`src/host_port_pkg.sv`:
```
// Shared constants and types for the host port pin control block
package host_port_pkg;

	localparam int SYNC_STAGES = 2;

	// Host control pins, pin levels as seen on the board
	typedef struct packed {
		logic       cs_n;
		logic       ds1_n;
		logic       ds2_n;
		logic       as_n;
		logic       read_write;
		logic       byte_ident;
		logic [1:0] ctrl;
	} host_ctl_s;

	// Test and emulation pins that form the global output-disable condition
	typedef struct packed {
		logic test_reset;
		logic emulation_pin0;
		logic emulation_pin1_disable;
	} test_cond_s;

	// Everything sampled from pins through the shared synchroniser; the strap has its own
	typedef struct packed {
		host_ctl_s  ctl;
		logic [7:0] data;
		test_cond_s tst;
	} host_pins_s;

	localparam int PINS_WIDTH = $bits(host_pins_s);

	// One decoded host access handed to the internal logic
	typedef struct packed {
		logic       write;
		logic       byte_ident;
		logic [1:0] ctrl;
	} host_access_s;

	// Pad controls: pullups, bus holders, strap pulldown
	typedef struct packed {
		logic pullup_en;
		logic data_hold_en;
		logic strap_pulldown_en;
	} pad_ctl_s;

	typedef enum logic [1:0] {
		ST_IN_RESET   = 2'h0,
		ST_SELECTED   = 2'h1,
		ST_DESELECTED = 2'h2
	} port_state_e;

	localparam host_ctl_s    CTL_IDLE     = '{cs_n: 1'h1, ds1_n: 1'h1, ds2_n: 1'h1, as_n: 1'h1,
		read_write: 1'h1, byte_ident: 1'h0, ctrl: 2'h0};
	localparam test_cond_s   TEST_IDLE    = '{test_reset: 1'h1, emulation_pin0: 1'h0,
		emulation_pin1_disable: 1'h1};
	localparam logic [7:0]   DATA_RESET   = 8'h00;
	localparam host_pins_s   PINS_RESET   = '{ctl: CTL_IDLE, data: DATA_RESET, tst: TEST_IDLE};
	localparam host_access_s ACCESS_RESET = '{write: 1'h0, byte_ident: 1'h0, ctrl: 2'h0};
	localparam pad_ctl_s     PADS_RESET   = '{pullup_en: 1'h0, data_hold_en: 1'h0,
		strap_pulldown_en: 1'h1};
	localparam logic         INTR_N_RESET = 1'h1;

endpackage

```
`src/pin_sync.sv`:
```
// Two-flop synchroniser for pin inputs, optional asynchronous reset
`timescale 1ns/10ps
module pin_sync #(
	parameter int               WIDTH       = 1,
	parameter bit               RESET_EN    = 1'b1,
	parameter logic [WIDTH-1:0] RESET_VALUE = '0
) (
	input  wire logic             CLK,
	input  wire logic             ARST_N,
	input  wire logic [WIDTH-1:0] PIN,
	output logic      [WIDTH-1:0] SYNCED
);
	import host_port_pkg::*;

	logic [SYNC_STAGES-1:0][WIDTH-1:0] stage;
	logic [SYNC_STAGES-1:0][WIDTH-1:0] next_stage;

	always_comb begin
		next_stage    = stage;
		next_stage[0] = PIN;
		for (int i = 1; i < SYNC_STAGES; i++) begin
			next_stage[i] = stage[i-1];
		end
	end

	// A strap sync runs through reset so its value is ready at release
	generate
		if (RESET_EN) begin : g_rst
			always_ff @(posedge CLK or negedge ARST_N) begin
				if (!ARST_N) begin
					stage <= {SYNC_STAGES{RESET_VALUE}};
				end else begin
					stage <= next_stage;
				end
			end
		end else begin : g_free
			always_ff @(posedge CLK) begin
				stage <= next_stage;
			end
		end
	endgenerate

	assign SYNCED = stage[SYNC_STAGES-1];

endmodule

```
`src/host_port_pin_control.sv`:
```
// Pin-level control of the parallel host port: strap, pads, output drivers
//
// Contract
// - Ready pin floats under global output disable
// - Interrupt pin driven high during reset
// - Interrupt pin floats under global output disable
// - Strap low or open: port deselected, silent but for the ready pin, still driven from CORE_READY
// - Deselected: input pullups on, data holders on
// - Strap sampled at reset release, then ignored
// - Strap pulldown active only while in reset
// - Data bus floats unless driving read data
// - Software enables holders keeping last bus level
// - Disable: test low, emulation pin0 high, off low
`timescale 1ns/10ps
module host_port_pin_control (
	input  wire logic                        CLK,
	input  wire logic                        ARST_N,
	// Host pins
	input  wire host_port_pkg::host_ctl_s    HOST_CTL,
	input  wire logic [7:0]                  HOST_DATA_I,
	output logic      [7:0]                  HOST_DATA_O,
	output logic                             HOST_DATA_OE_N,
	output logic                             HOST_READY,
	output logic                             HOST_READY_OE_N,
	output logic                             HOST_INTERRUPT_N,
	output logic                             HOST_INTERRUPT_OE_N,
	input  wire logic                        HOST_PORT_ENABLE_STRAP,
	output host_port_pkg::pad_ctl_s          PADS,
	// Test and emulation pins
	input  wire host_port_pkg::test_cond_s   TEST_PINS,
	output logic                             OUTPUTS_OFF,
	// Internal side
	input  wire logic                        CORE_READY,
	input  wire logic                        CORE_INTERRUPT,
	input  wire logic                        CORE_RD_EN,
	input  wire logic [7:0]                  CORE_RD_DATA,
	input  wire logic                        HOLDER_SW_EN,
	output logic                             PORT_SELECTED,
	output logic                             ACCESS_STB,
	output host_port_pkg::host_access_s      ACCESS,
	output logic      [7:0]                  WR_DATA
);
	import host_port_pkg::*;

	////////////////////////////////////////////////////////////////////////////////
	// State

	typedef struct packed {
		port_state_e  state;
		logic         strobe_prev;
		logic         access_stb;
		host_access_s access;
		logic [7:0]   wr_data;
		logic [7:0]   rd_data;
		logic         rd_drive;
		logic         ready;
		logic         ready_off;
		logic         intr_n;
		logic         intr_off;
		logic         off;
		pad_ctl_s     pads;
	} ctl_state_s;

	localparam ctl_state_s STATE_RESET = '{
		state:       ST_IN_RESET,
		strobe_prev: 1'h0,
		access_stb:  1'h0,
		access:      ACCESS_RESET,
		wr_data:     DATA_RESET,
		rd_data:     DATA_RESET,
		rd_drive:    1'h0,
		ready:       1'h0,
		ready_off:   1'h0,
		intr_n:      INTR_N_RESET,
		intr_off:    1'h0,
		off:         1'h0,
		pads:        PADS_RESET
	};

	ctl_state_s cur;
	ctl_state_s next_cur;

	////////////////////////////////////////////////////////////////////////////////
	// Pin synchronisers

	host_pins_s pins_raw;
	host_pins_s pins;
	logic       strap;

	assign pins_raw = '{ctl: HOST_CTL, data: HOST_DATA_I, tst: TEST_PINS};

	pin_sync #(
		.WIDTH       (PINS_WIDTH),
		.RESET_EN    (1'b1),
		.RESET_VALUE (PINS_RESET)
	) u_pins_sync (
		.CLK    (CLK),
		.ARST_N (ARST_N),
		.PIN    (pins_raw),
		.SYNCED (pins)
	);

	// Not reset: tracks the pulled-down strap during reset
	pin_sync #(
		.WIDTH       (1),
		.RESET_EN    (1'b0),
		.RESET_VALUE (1'h0)
	) u_strap_sync (
		.CLK    (CLK),
		.ARST_N (ARST_N),
		.PIN    (HOST_PORT_ENABLE_STRAP),
		.SYNCED (strap)
	);

	////////////////////////////////////////////////////////////////////////////////
	// Decoding

	function automatic logic output_disable(input test_cond_s t);
		output_disable = !t.test_reset && t.emulation_pin0 && !t.emulation_pin1_disable;
	endfunction

	function automatic logic strobe_active(input host_ctl_s c);
		strobe_active = !c.cs_n && (c.ds1_n != c.ds2_n);
	endfunction

	////////////////////////////////////////////////////////////////////////////////
	// Next state

	logic      selected;
	logic      deselected;
	logic      off;
	host_ctl_s ctl_gated;
	logic      strobe_now;

	always_comb begin
		next_cur   = cur;
		selected   = (cur.state == ST_SELECTED);
		deselected = (cur.state == ST_DESELECTED);
		off        = output_disable(pins.tst);
		// Deselected port sees idle pins, so no access can start
		ctl_gated  = selected ? pins.ctl : CTL_IDLE;
		strobe_now = strobe_active(ctl_gated);

		case (cur.state)
			ST_IN_RESET: begin
				next_cur.state = strap ? ST_SELECTED : ST_DESELECTED;
			end
			ST_SELECTED: begin
				next_cur.state = ST_SELECTED;
			end
			ST_DESELECTED: begin
				next_cur.state = ST_DESELECTED;
			end
			default: begin
				next_cur.state = ST_IN_RESET;
			end
		endcase

		// Access pulse on strobe start, fields caught at the same edge
		next_cur.strobe_prev = strobe_now;
		next_cur.access_stb  = strobe_now && !cur.strobe_prev;
		if (strobe_now && !cur.strobe_prev) begin
			next_cur.access.write      = !ctl_gated.read_write;
			next_cur.access.byte_ident = ctl_gated.byte_ident;
			next_cur.access.ctrl       = ctl_gated.ctrl;
			next_cur.wr_data           = pins.data;
		end

		if (CORE_RD_EN) begin
			next_cur.rd_data = CORE_RD_DATA;
		end
		// Bus floats when deselected, disabled or idle
		next_cur.rd_drive = selected && CORE_RD_EN && !off;

		// Drivers switch together from the synced disable
		next_cur.off       = off;
		next_cur.ready     = CORE_READY;
		next_cur.ready_off = off;
		// Deselected port keeps the interrupt pin inactive
		next_cur.intr_n    = selected ? !CORE_INTERRUPT : 1'h1;
		next_cur.intr_off  = off;

		// Pulldown dropped at the first edge after release
		next_cur.pads.strap_pulldown_en = 1'h0;
		next_cur.pads.pullup_en         = (next_cur.state == ST_DESELECTED);
		next_cur.pads.data_hold_en      = (next_cur.state == ST_DESELECTED)
			|| HOLDER_SW_EN;
		if (deselected) begin
			next_cur.pads.pullup_en    = 1'h1;
			next_cur.pads.data_hold_en = 1'h1;
		end
	end

	// Reset value drives the interrupt pin high and enables the pulldown
	always_ff @(posedge CLK or negedge ARST_N) begin
		if (!ARST_N) begin
			cur <= STATE_RESET;
		end else begin
			cur <= next_cur;
		end
	end

	////////////////////////////////////////////////////////////////////////////////
	// Outputs

	assign HOST_DATA_O         = cur.rd_data;
	assign HOST_DATA_OE_N      = !cur.rd_drive;
	assign HOST_READY          = cur.ready;
	assign HOST_READY_OE_N     = cur.ready_off;
	assign HOST_INTERRUPT_N    = cur.intr_n;
	assign HOST_INTERRUPT_OE_N = cur.intr_off;
	assign PADS                = cur.pads;
	assign OUTPUTS_OFF         = cur.off;
	assign PORT_SELECTED       = (cur.state == ST_SELECTED);
	assign ACCESS_STB          = cur.access_stb;
	assign ACCESS              = cur.access;
	assign WR_DATA             = cur.wr_data;

endmodule

```
`config.mk`:
```
export PLATFORM = sky130hd
export DESIGN_NAME = host_port_pin_control
export DESIGN_NICKNAME = d
export VERILOG_FILES = /design/src/host_port_pkg.sv /design/src/pin_sync.sv /design/src/host_port_pin_control.sv
export SDC_FILE = /design/constraint.sdc
export NUM_CORES = 1
export LEC_CHECK = 0
export BUFFER_PORTS_ARGS = -buffer_cell sky130_fd_sc_hd__buf_2
export CORE_MARGIN = 1
export CORE_UTILIZATION = 30
export DETAILED_ROUTE_END_ITERATION = 7
export GPL_TIMING_DRIVEN = 0
export SETUP_SLACK_MARGIN = 0.15
export SKIP_CTS_REPAIR_TIMING = 1
export SYNTH_ARGS = -nofsm -noshare
export SYNTH_HDL_FRONTEND = slang
export SYNTH_SLANG_ARGS = --single-unit
```
`constraint.sdc`:
```
create_clock -name CLK -period 2.2 [get_ports CLK]
set_input_delay 0.44 -clock CLK [delete_from_list [all_inputs] [get_ports CLK]]
set_output_delay 0.44 -clock CLK [all_outputs]
set_load 0.005 [all_outputs]
```
==> results of run 1 <==
==> how the worst max path moves through the flow <==
stage | start | to | cells past startpoint
finish | cur[32] | WR_DATA[2] | 5
global route | cur[32] | WR_DATA[2] | 5
CTS | cur[32] | WR_DATA[2] | 5
detailed placement | cur[32] | WR_DATA[2] | 5
global placement | cur[32] | WR_DATA[1] | 5
floorplan | cur[32] | WR_DATA[1] | 5
==> layout make-up <==
| cell class | instances | area, um2 | area share, % |
|---|---|---|---|
| plain buffers | 28 | 208 | 7.02 |
| clock buffers | 13 | 180 | 6.09 |
| clock inverters | 3 | 40.0 | 1.35 |
| inverters | 7 | 26.3 | 0.888 |
| multi-input cells | 38 | 333 | 11.3 |
| flip-flops and latches | 69 | 1730 | 58.6 |
| well taps | 99 | 124 | 4.19 |
| repair buffers | 62 | 313 | 10.6 |
==> cell usage after synthesis (all sizes together) <==
library cell	number
mux2i	3
dfrtp	53
inv	7
xnor2	1
dfxtp	2
conb	1
a21oi	2
nand2b	1
nor2	4
clkbuf	1
dfstp	14
nor3b	1
nand2	5
mux2	17
or2	1
buf	27
or4	1
nor3	1
==> kinds of logic after synthesis <==
kind of cell    share of synthesized area, %
xor+xnor                               0.381
flops                                   75.4
buf+inv                                 10.2
simple gates                            2.88
compound gates                         0.435
other cells                            0.163
mux                                     10.6
==> stage by stage <==
| step | utilization (%) | power (W) |
|---|---|---|
| after floorplan | - | 0.00141 |
| after global placement | 37.3 | 0.00149 |
| after detailed placement | 37.3 | 0.00149 |
| after CTS | 40.3 | 0.00261 |
| after global routing | 40.3 | 0.00269 |
| final | 40.3 | 0.00255 |
==> power by group through the flow <==
stage               sequential [W]  clock, W  combinational, W
detailed placement         0.00137         0          0.000120
global route               0.00135   0.00120          0.000133
floorplan                  0.00137         0         0.0000477
finish                     0.00135   0.00109          0.000115
global placement           0.00137         0          0.000116
CTS                        0.00135   0.00114          0.000120
==> flip-flops by register name, indices dropped and copies added (netlist names) <==
| name | count |
|---|---|
| WR_DATA | 8 |
| u_strap_sync.next_stage | 1 |
| cur | 4 |
| HOST_READY | 1 |
| u_pins_sync.SYNCED | 18 |
| HOST_INTERRUPT_N | 1 |
| u_pins_sync.next_stage | 18 |
| ACCESS_STB | 1 |
| ACCESS | 4 |
| OUTPUTS_OFF | 1 |
| PADS | 3 |
| u_strap_sync.SYNCED | 1 |
| HOST_DATA_O | 8 |
==> metal layers <==
metal  vias up  GRT usage (%)  share of wire, %
li1        568              -                 -
met1       550           11.0                43
met2        45           13.9                48
met3         6           5.12               7.2
met4         0           6.49               1.8
met5         -              0                 0
==> results summary, run 1 <==
After the flow finishes, the layout carries non-filler instances totaling 319. The count of pins over their slew limit is 0. Entering global routing, the biggest net connects 68 pins. The die footprint came out at 8020 um2.

The highest clock frequency the design can meet came out at 554 MHz. The standard-cell row count is 31. The clock network latency to the later pin of the worst-skew pair came out at 0.33 ns. The H-tree was split into 3 levels.

The critical path goes through nand2b_1, or4_1, buf_2, buf_6, mux2_4. The critical path launch point type is a flop. The count of unique library cells instantiated by Yosys is 21.

The via count of the first global-routing pass is 1178. The proportion of layout cells with a drive suffix above 1 is 61.8%. The tree is rooted in a sky130_fd_sc_hd__clkbuf_8.

The routed design has 3350 um of wire. The switching power summed over all nets is 0.000503 W. The total routing resource utilization after global routing came out at 9.61%.

The data required time of the worst path is 2.41 ns. STA classifies the critical path endpoint as a flop. The data arrival at the endpoint of the critical path came out at 2.02 ns. The die is 89.6 um tall. Setup repair after global routing left no endpoint under its margin. The post-detailed-placement half-perimeter wirelength is 2200 um. The post-synthesis net count is 176. The count of buffers added on input and output ports is 62. The number of warnings issued by yosys came out at 0. The initial cell density of the core came out at 31.4%. The worst setup slack before clock tree synthesis is 0.393 ns. The diode insertion count for antenna repair came out at 0. The number of sinks driven by the clock tree came out at 69. The reg-to-reg endpoint is WR_DATA[2]. Sequential cells account for 52.8% of the total power. The share of total power in combinational logic is 4.5%.

The minimum period implied by the final worst setup slack is 1.80 ns. The mean cell area of the mapped netlist is 16.2 um2. The final worst clock skew is 0.00546 ns.

The part of the cycle the worst path needs came out at 82.0%. The cell count after synthesis came out at 142. The design internal power is 0.00205 W. In the post-synthesis netlist, the biggest area contributors are sky130_fd_sc_hd__dfrtp_1 58%, sky130_fd_sc_hd__dfstp_2 16%, sky130_fd_sc_hd__buf_4 8.2%. The wire length per cell is 10.5 um. The sum of negative setup slack came out at 0 ns. The leakage component of the power is 1.52 nW. The biggest area contributor in the post-synthesis netlist is sky130_fd_sc_hd__dfrtp_1. After detailed placement, the total cell area comes to 2740 um2. In the post-route analysis, the smallest setup slack over all paths is 0.396 ns. The count of nets left with antenna violations once routing finished came out at 0. Together, buffers and inverters on the worst path number 2. The share of synthesized area occupied by flip-flops and latches is 75.4%. The final hold violation count came out at 0. The number of violations reported at the end of detailed-routing iteration 0 came out at 29. The detailed-router iteration count before antenna repair came out at 4.

Summed over all layers, the global routing overflow is 0. The switching share of power is 19.7%. On the worst path, the slowest cell contributes a delay of 0.46 ns. The clock network burns 42.6% of the power. The remaining max-slew budget at the tightest pin is 46.6%. The post-layout net count came out at 249. During I/O placement, the number of pins put on the boundary was 65. The buffer levels on the longest clock path came out at 2. The cell area after synthesis is 2300 um2. The max-cap check violation count is 0.

The flop-to-flop setup slack came out at 0.40 ns. The worst-case reg-to-reg path depth came out at 5. The core area is 7330 um2. Among cell families on the critical path, the largest total delay comes from simple AND/OR/NAND/NOR gates. The final design area excluding fillers came out at 2960 um2.

The standard cell with the maximum stage delay on the critical path is sky130_fd_sc_hd__or4_1. The flow ran to the end, and the final reports show no timing, DRC or antenna violations. The count of endpoints failing setup in the final report came out at 0.

The top-area cell type share of the netlist area came out at 57.6%. The number of antenna violations at the first check in global routing was 0. Final hold analysis gives a worst-case slack of 0.198 ns. The worst hold path belongs to the class in2async.

TritonCTS built the clock tree. The slew at the pin closest to its max-slew limit came out at 0.801 ns. The wire length of the first global-routing pass is 5380 um. Along the worst path, the maximum fanout reaches 10. Compared with the post-synthesis result, the final layout area differs by 28.5%.

The total clock buffers created by CTS came out at 9. After detailed routing, the number of vias per cell comes to 3.66. Leaving out fill and tap cells, the most frequent cell in the layout is sky130_fd_sc_hd__buf_2. The critical path is of the reg2reg type.

In the layout the commonest cells are 62 x sky130_fd_sc_hd__buf_2, 53 x sky130_fd_sc_hd__dfrtp_1, 26 x sky130_fd_sc_hd__buf_4. The last weighted congestion value of the routability-driven placer came out at 0.580. The die outline width came out at 89.6 um. The final route contains 1169 vias. The launch instance of the worst register-to-register path is cur[32].

The power density over the cells is 862 nW/um2. The number of synthesized register bits came out at 69. The worst-case vdd ir drop came out at 0.000424 V. The clock transition at the registers of the reported paths came out at 0.07 ns. The post-detailed-route DRC marker count came out at 0.

The number of filler cells placed in the layout came out at 727. The post-placement cell count came out at 303.
Note: power is estimated with default switching activity, not from simulation.
==> run 2: changes to the inputs <==
- ABC_AREA: not set -> 1
- clock period: 2.2 -> 1.5 ns (I/O delays scaled with it)
==> run 2 against run 1 <==
Non-clock buffer count increased by 2. Clock skew grew 0.0061 ns. Sequential power rose by 61%. Power grew 58%. Critical endpoint is now PORT_SELECTED. Cell area increased by 3.0%. Via count is 16% higher. Critical path depth decreased by 1. Sequential share of layout area shrank 1.7 points.
==> results summary, run 2 <==
The total routing resource utilization after global routing is 10.3% (was 9.61%). The core area is 7730 um2 (was 7330 um2). The wire length of the first global-routing pass came out at 6400 um (was 5380 um). The number of filler cells placed in the layout is 762 (was 727). The post-detailed-route count of antenna-violating nets came out at 0 (unchanged).

The number of warnings issued by yosys is 0 (unchanged). The final worst clock skew is 0.0116 ns (was 0.00546 ns). The die footprint is 8320 um2 (was 8020 um2). The remaining max-slew budget at the tightest pin came to 46.8% (was 46.6%). The placement-stage cell area came to 2830 um2 (was 2740 um2). The count of pins over their slew limit is 0 (unchanged). The proportion of synthesized flip-flops having asynchronous set or reset is 97.1% (unchanged).

The data required time of the worst path was 1.20 ns (was 2.41 ns). The last weighted congestion value of the routability-driven placer was 0.671 (was 0.580). The maximum fanout count along the critical path is 7 (was 10). The worst-case vdd ir drop is 0.000496 V (was 0.000424 V). The maximum number of pins on one net before global-route repair is 68 (unchanged).

The flop-to-flop setup slack came to 0.27 ns (was 0.40 ns). The number of violations reported at the end of detailed-routing iteration 0 is 49 (was 29). The clock root buffer master is sky130_fd_sc_hd__clkbuf_8 (unchanged). The die outline width came out at 91.2 um (was 89.6 um). Unrepaired setup endpoints after global routing: yes (was no). The count of pins on the block boundary came to 65 (unchanged). Leading cell types by count after synthesis: 53 x sky130_fd_sc_hd__dfrtp_1, 27 x sky130_fd_sc_hd__nand2_1, 25 x sky130_fd_sc_hd__buf_4, 14 x sky130_fd_sc_hd__dfstp_2, 11 x sky130_fd_sc_hd__inv_1 (was 53 x sky130_fd_sc_hd__dfrtp_1, 25 x sky130_fd_sc_hd__buf_4, 14 x sky130_fd_sc_hd__dfstp_2, 11 x sky130_fd_sc_hd__mux2_2, 7 x sky130_fd_sc_hd__inv_1). The number of sinks driven by the clock tree came to 69 (unchanged). The mean cell area of the mapped netlist came out at 13.5 um2 (was 16.2 um2). The endpoint type of the worst setup path is an output port (was flop). The initial cell density of the core came out at 30.9% (was 31.4%).

The top-area cell type share of the netlist area is 55.5% (was 57.6%). The number of synthesized register bits came out at 69 (unchanged). The synthesis-to-layout area growth came to 27.6% (was 28.5%). The classification of the worst-slack hold path was in2async (unchanged). The post-detailed-route DRC marker count was 0 (unchanged). The diode insertion count for antenna repair came out at 0 (unchanged). The leakage component of the power is 1.55 nW (was 1.52 nW). The number of antenna violations at the first check in global routing is 0 (unchanged). The proportion of layout cells with a drive suffix above 1 is 54.1% (was 61.8%).

The standard-cell row count is 32 (was 31). The buffer levels on the longest clock path came to 2 (unchanged). The data arrival at the endpoint of the critical path is 1.11 ns (was 2.02 ns). The most used standard cell by instance count after synthesis is sky130_fd_sc_hd__dfrtp_1 (unchanged).

The share of total power in combinational logic is 14.9% (was 4.5%). The clock transition at the registers of the reported paths is 0.07 ns (about the same). The via count of the first global-routing pass came out at 1386 (was 1178).

The worst-case reg-to-reg path depth is 6 (was 5). The cell area after synthesis is 2390 um2 (was 2300 um2). The final wirelength is 3650 um (was 3350 um). The overall overflow remaining after global route came out at 0 (unchanged). The most common cell after layout, fill and taps aside was sky130_fd_sc_hd__buf_2 (unchanged). The post-layout net count came out at 286 (was 249). The part of the cycle the worst path needs came out at 94.3%. The max-cap check violation count is 0 (unchanged).

Commonest cells after routing, fill and taps aside: 60 x sky130_fd_sc_hd__buf_2, 53 x sky130_fd_sc_hd__dfrtp_1, 27 x sky130_fd_sc_hd__nand2_1, 27 x sky130_fd_sc_hd__buf_4, 14 x sky130_fd_sc_hd__dfstp_2 (was 62 x sky130_fd_sc_hd__buf_2, 53 x sky130_fd_sc_hd__dfrtp_1, 26 x sky130_fd_sc_hd__buf_4). The critical path launch point type is a flop (unchanged). The final hold violation count came out at 0 (unchanged). The height of the die is 91.2 um (was 89.6 um). The via count came out at 1360 (was 1169). The wire length per cell came out at 10.2 um (was 10.5 um).

The detailed-router iteration count before antenna repair is 3 (was 4). The post-detailed-placement half-perimeter wirelength came out at 2510 um (was 2200 um). The total clock buffers created by CTS was 9 (unchanged). The count of unique library cells instantiated by Yosys came out at 23 (was 21).

The post-synthesis net count was 211 (was 176). The first element of the critical path was cur[32] (unchanged). The launch instance of the worst register-to-register path was u_pins_sync.SYNCED[17] (was cur[32]). Ranking of synthesized cells by area: sky130_fd_sc_hd__dfrtp_1 56%, sky130_fd_sc_hd__dfstp_2 15%, sky130_fd_sc_hd__buf_4 7.9% (was sky130_fd_sc_hd__dfrtp_1 58%, sky130_fd_sc_hd__dfstp_2 16%, sky130_fd_sc_hd__buf_4 8.2%). The critical path class is reg2out (was reg2reg). The most used flip-flop cell after synthesis is sky130_fd_sc_hd__dfrtp_1 (unchanged). The count of endpoints failing setup in the final report came out at 0 (unchanged).

The part of the power in registers is 53.8% (was 52.8%). The share of synthesized area occupied by flip-flops and latches is 72.6% (was 75.4%). The design internal power is 0.00304 W (was 0.00205 W). The minimum period implied by the final worst setup slack is 1.41 ns.

The TritonCTS clock tree is done (unchanged). The termination of the worst setup path is PORT_SELECTED (was WR_DATA[2]). The power density over the cells came out at 1320 nW/um2 (was 862 nW/um2).

The reg-to-reg endpoint is ACCESS[0] (was WR_DATA[2]). The switching power summed over all nets is 0.000991 W (was 0.000503 W). The part of the power in the clock network came out at 31.3% (was 42.6%). The highest clock frequency the design can meet came out at 707 MHz. Status: complete, no violations (unchanged). The count of input and output buffers is 62 (unchanged). The switching share of power is 24.6% (was 19.7%). The final design area excluding fillers came to 3050 um2 (was 2960 um2).

The number of enable flip-flop cells after synthesis came out at 0 (unchanged). The cell taking the most area after synthesis is sky130_fd_sc_hd__dfrtp_1 (unchanged). The total power is 0.00403 W (was 0.00255 W). The H-tree depth reported by CTS is 3 (unchanged).

The worst-case hold slack is 0.0556 ns (was 0.198 ns). The slew at the pin closest to its max-slew limit came out at 0.798 ns (was 0.801 ns). The clock network latency to the later pin of the worst-skew pair was 0.33 ns (about the same).

The detail-routed via count per cell is 3.79 (was 3.66). The synthesized instance count is 177 (was 142).
[run 2: cell count changes after synthesis, moves of 2 or more]
cell / delta
sky130_fd_sc_hd__nand3_1: +5
sky130_fd_sc_hd__inv_1: +4
sky130_fd_sc_hd__mux2_4: -6
sky130_fd_sc_hd__mux2_2: -3
sky130_fd_sc_hd__nor2_1: +2
sky130_fd_sc_hd__nand2_1: +22
sky130_fd_sc_hd__mux2i_1: -3
sky130_fd_sc_hd__nand4_1: +8
sky130_fd_sc_hd__nand2_2: +5
[run 2: final cells by class]
class                   count  area (um2)  share of cell area (%)
clock inverters             6        40.0                    1.31
clock buffers              10         128                    4.19
well taps                 102         128                    4.19
repair buffers             64         340                    11.2
inverters                  12        50.0                    1.64
plain buffers              28         211                    6.94
multi-input cells          68         415                    13.6
flip-flops and latches     69        1730                    56.9
[run 2: power by group through the flow]
stage          combinational (W)  clock, W  sequential [W]
6_report                0.000602   0.00126         0.00217
5_1_grt                 0.000681   0.00142         0.00219
4_1_cts                 0.000612   0.00132         0.00217
3_3_place_gp            0.000596         0         0.00220
2_1_floorplan           0.000373         0         0.00218
3_5_place_dp            0.000610         0         0.00220
[run 2: layer usage]
layer / up-vias / GRT usage (%) / wire [um] / share of wire, %
li1: 681 / - / - / -
met1: 626 / 11.5 / 1490 / 41
met2: 47 / 15.5 / 1750 / 48
met3: 6 / 6.45 / 342 / 9.4
met4: 0 / 4.37 / 70 / 1.9
met5: - / 0 / 0 / 0
[run 2: cell families after synthesis]
group | Yosys count | synth area share, %
AOI/OAI and AO/OA | 3 | 0.628
buffers and inverters | 40 | 10.6
DFF | 69 | 72.6
muxes | 8 | 3.77
other | 1 | 0.157
and+or+nand+nor | 56 | 12.3
[run 2: per-stage QoR]
stage	cells	utilization (%)	worst slack [ns]	TNS, ns
floorplan	177	-	0.332	0
global placement	341	36.6	-0.109	-5.41
detailed placement	341	36.6	0.223	0
CTS	357	38.8	-0.0179	-0.0179
global route	359	39.4	-0.00190	-0.00190
finish	359	39.4	0.0854	0
[run 2: critical path, cell delays in order, from the launching register on]
cell and delay [ns]:
sky130_fd_sc_hd__dfrtp_1 0.39, sky130_fd_sc_hd__inv_2 0.13, sky130_fd_sc_hd__nand2_8 0.10, sky130_fd_sc_hd__inv_6 0.08, sky130_fd_sc_hd__buf_6 0.09
[run 2: worst min-delay path by stage]
| stage | from | end | slack [ns] |
|---|---|---|---|
| 2_1_floorplan | ARST_N | ACCESS[0] | 0.004 |
| 3_3_place_gp | u_strap_sync.next_stage[1] | u_strap_sync.SYNCED | 0.31 |
| 3_5_place_dp | u_strap_sync.next_stage[1] | u_strap_sync.SYNCED | 0.31 |
| 4_1_cts | HOST_CTL[5] | u_pins_sync.next_stage[35] | 0.04 |
| 5_1_grt | HOST_CTL[5] | u_pins_sync.next_stage[35] | 0.02 |
| 6_report | ARST_N | WR_DATA[6] | 0.06 |
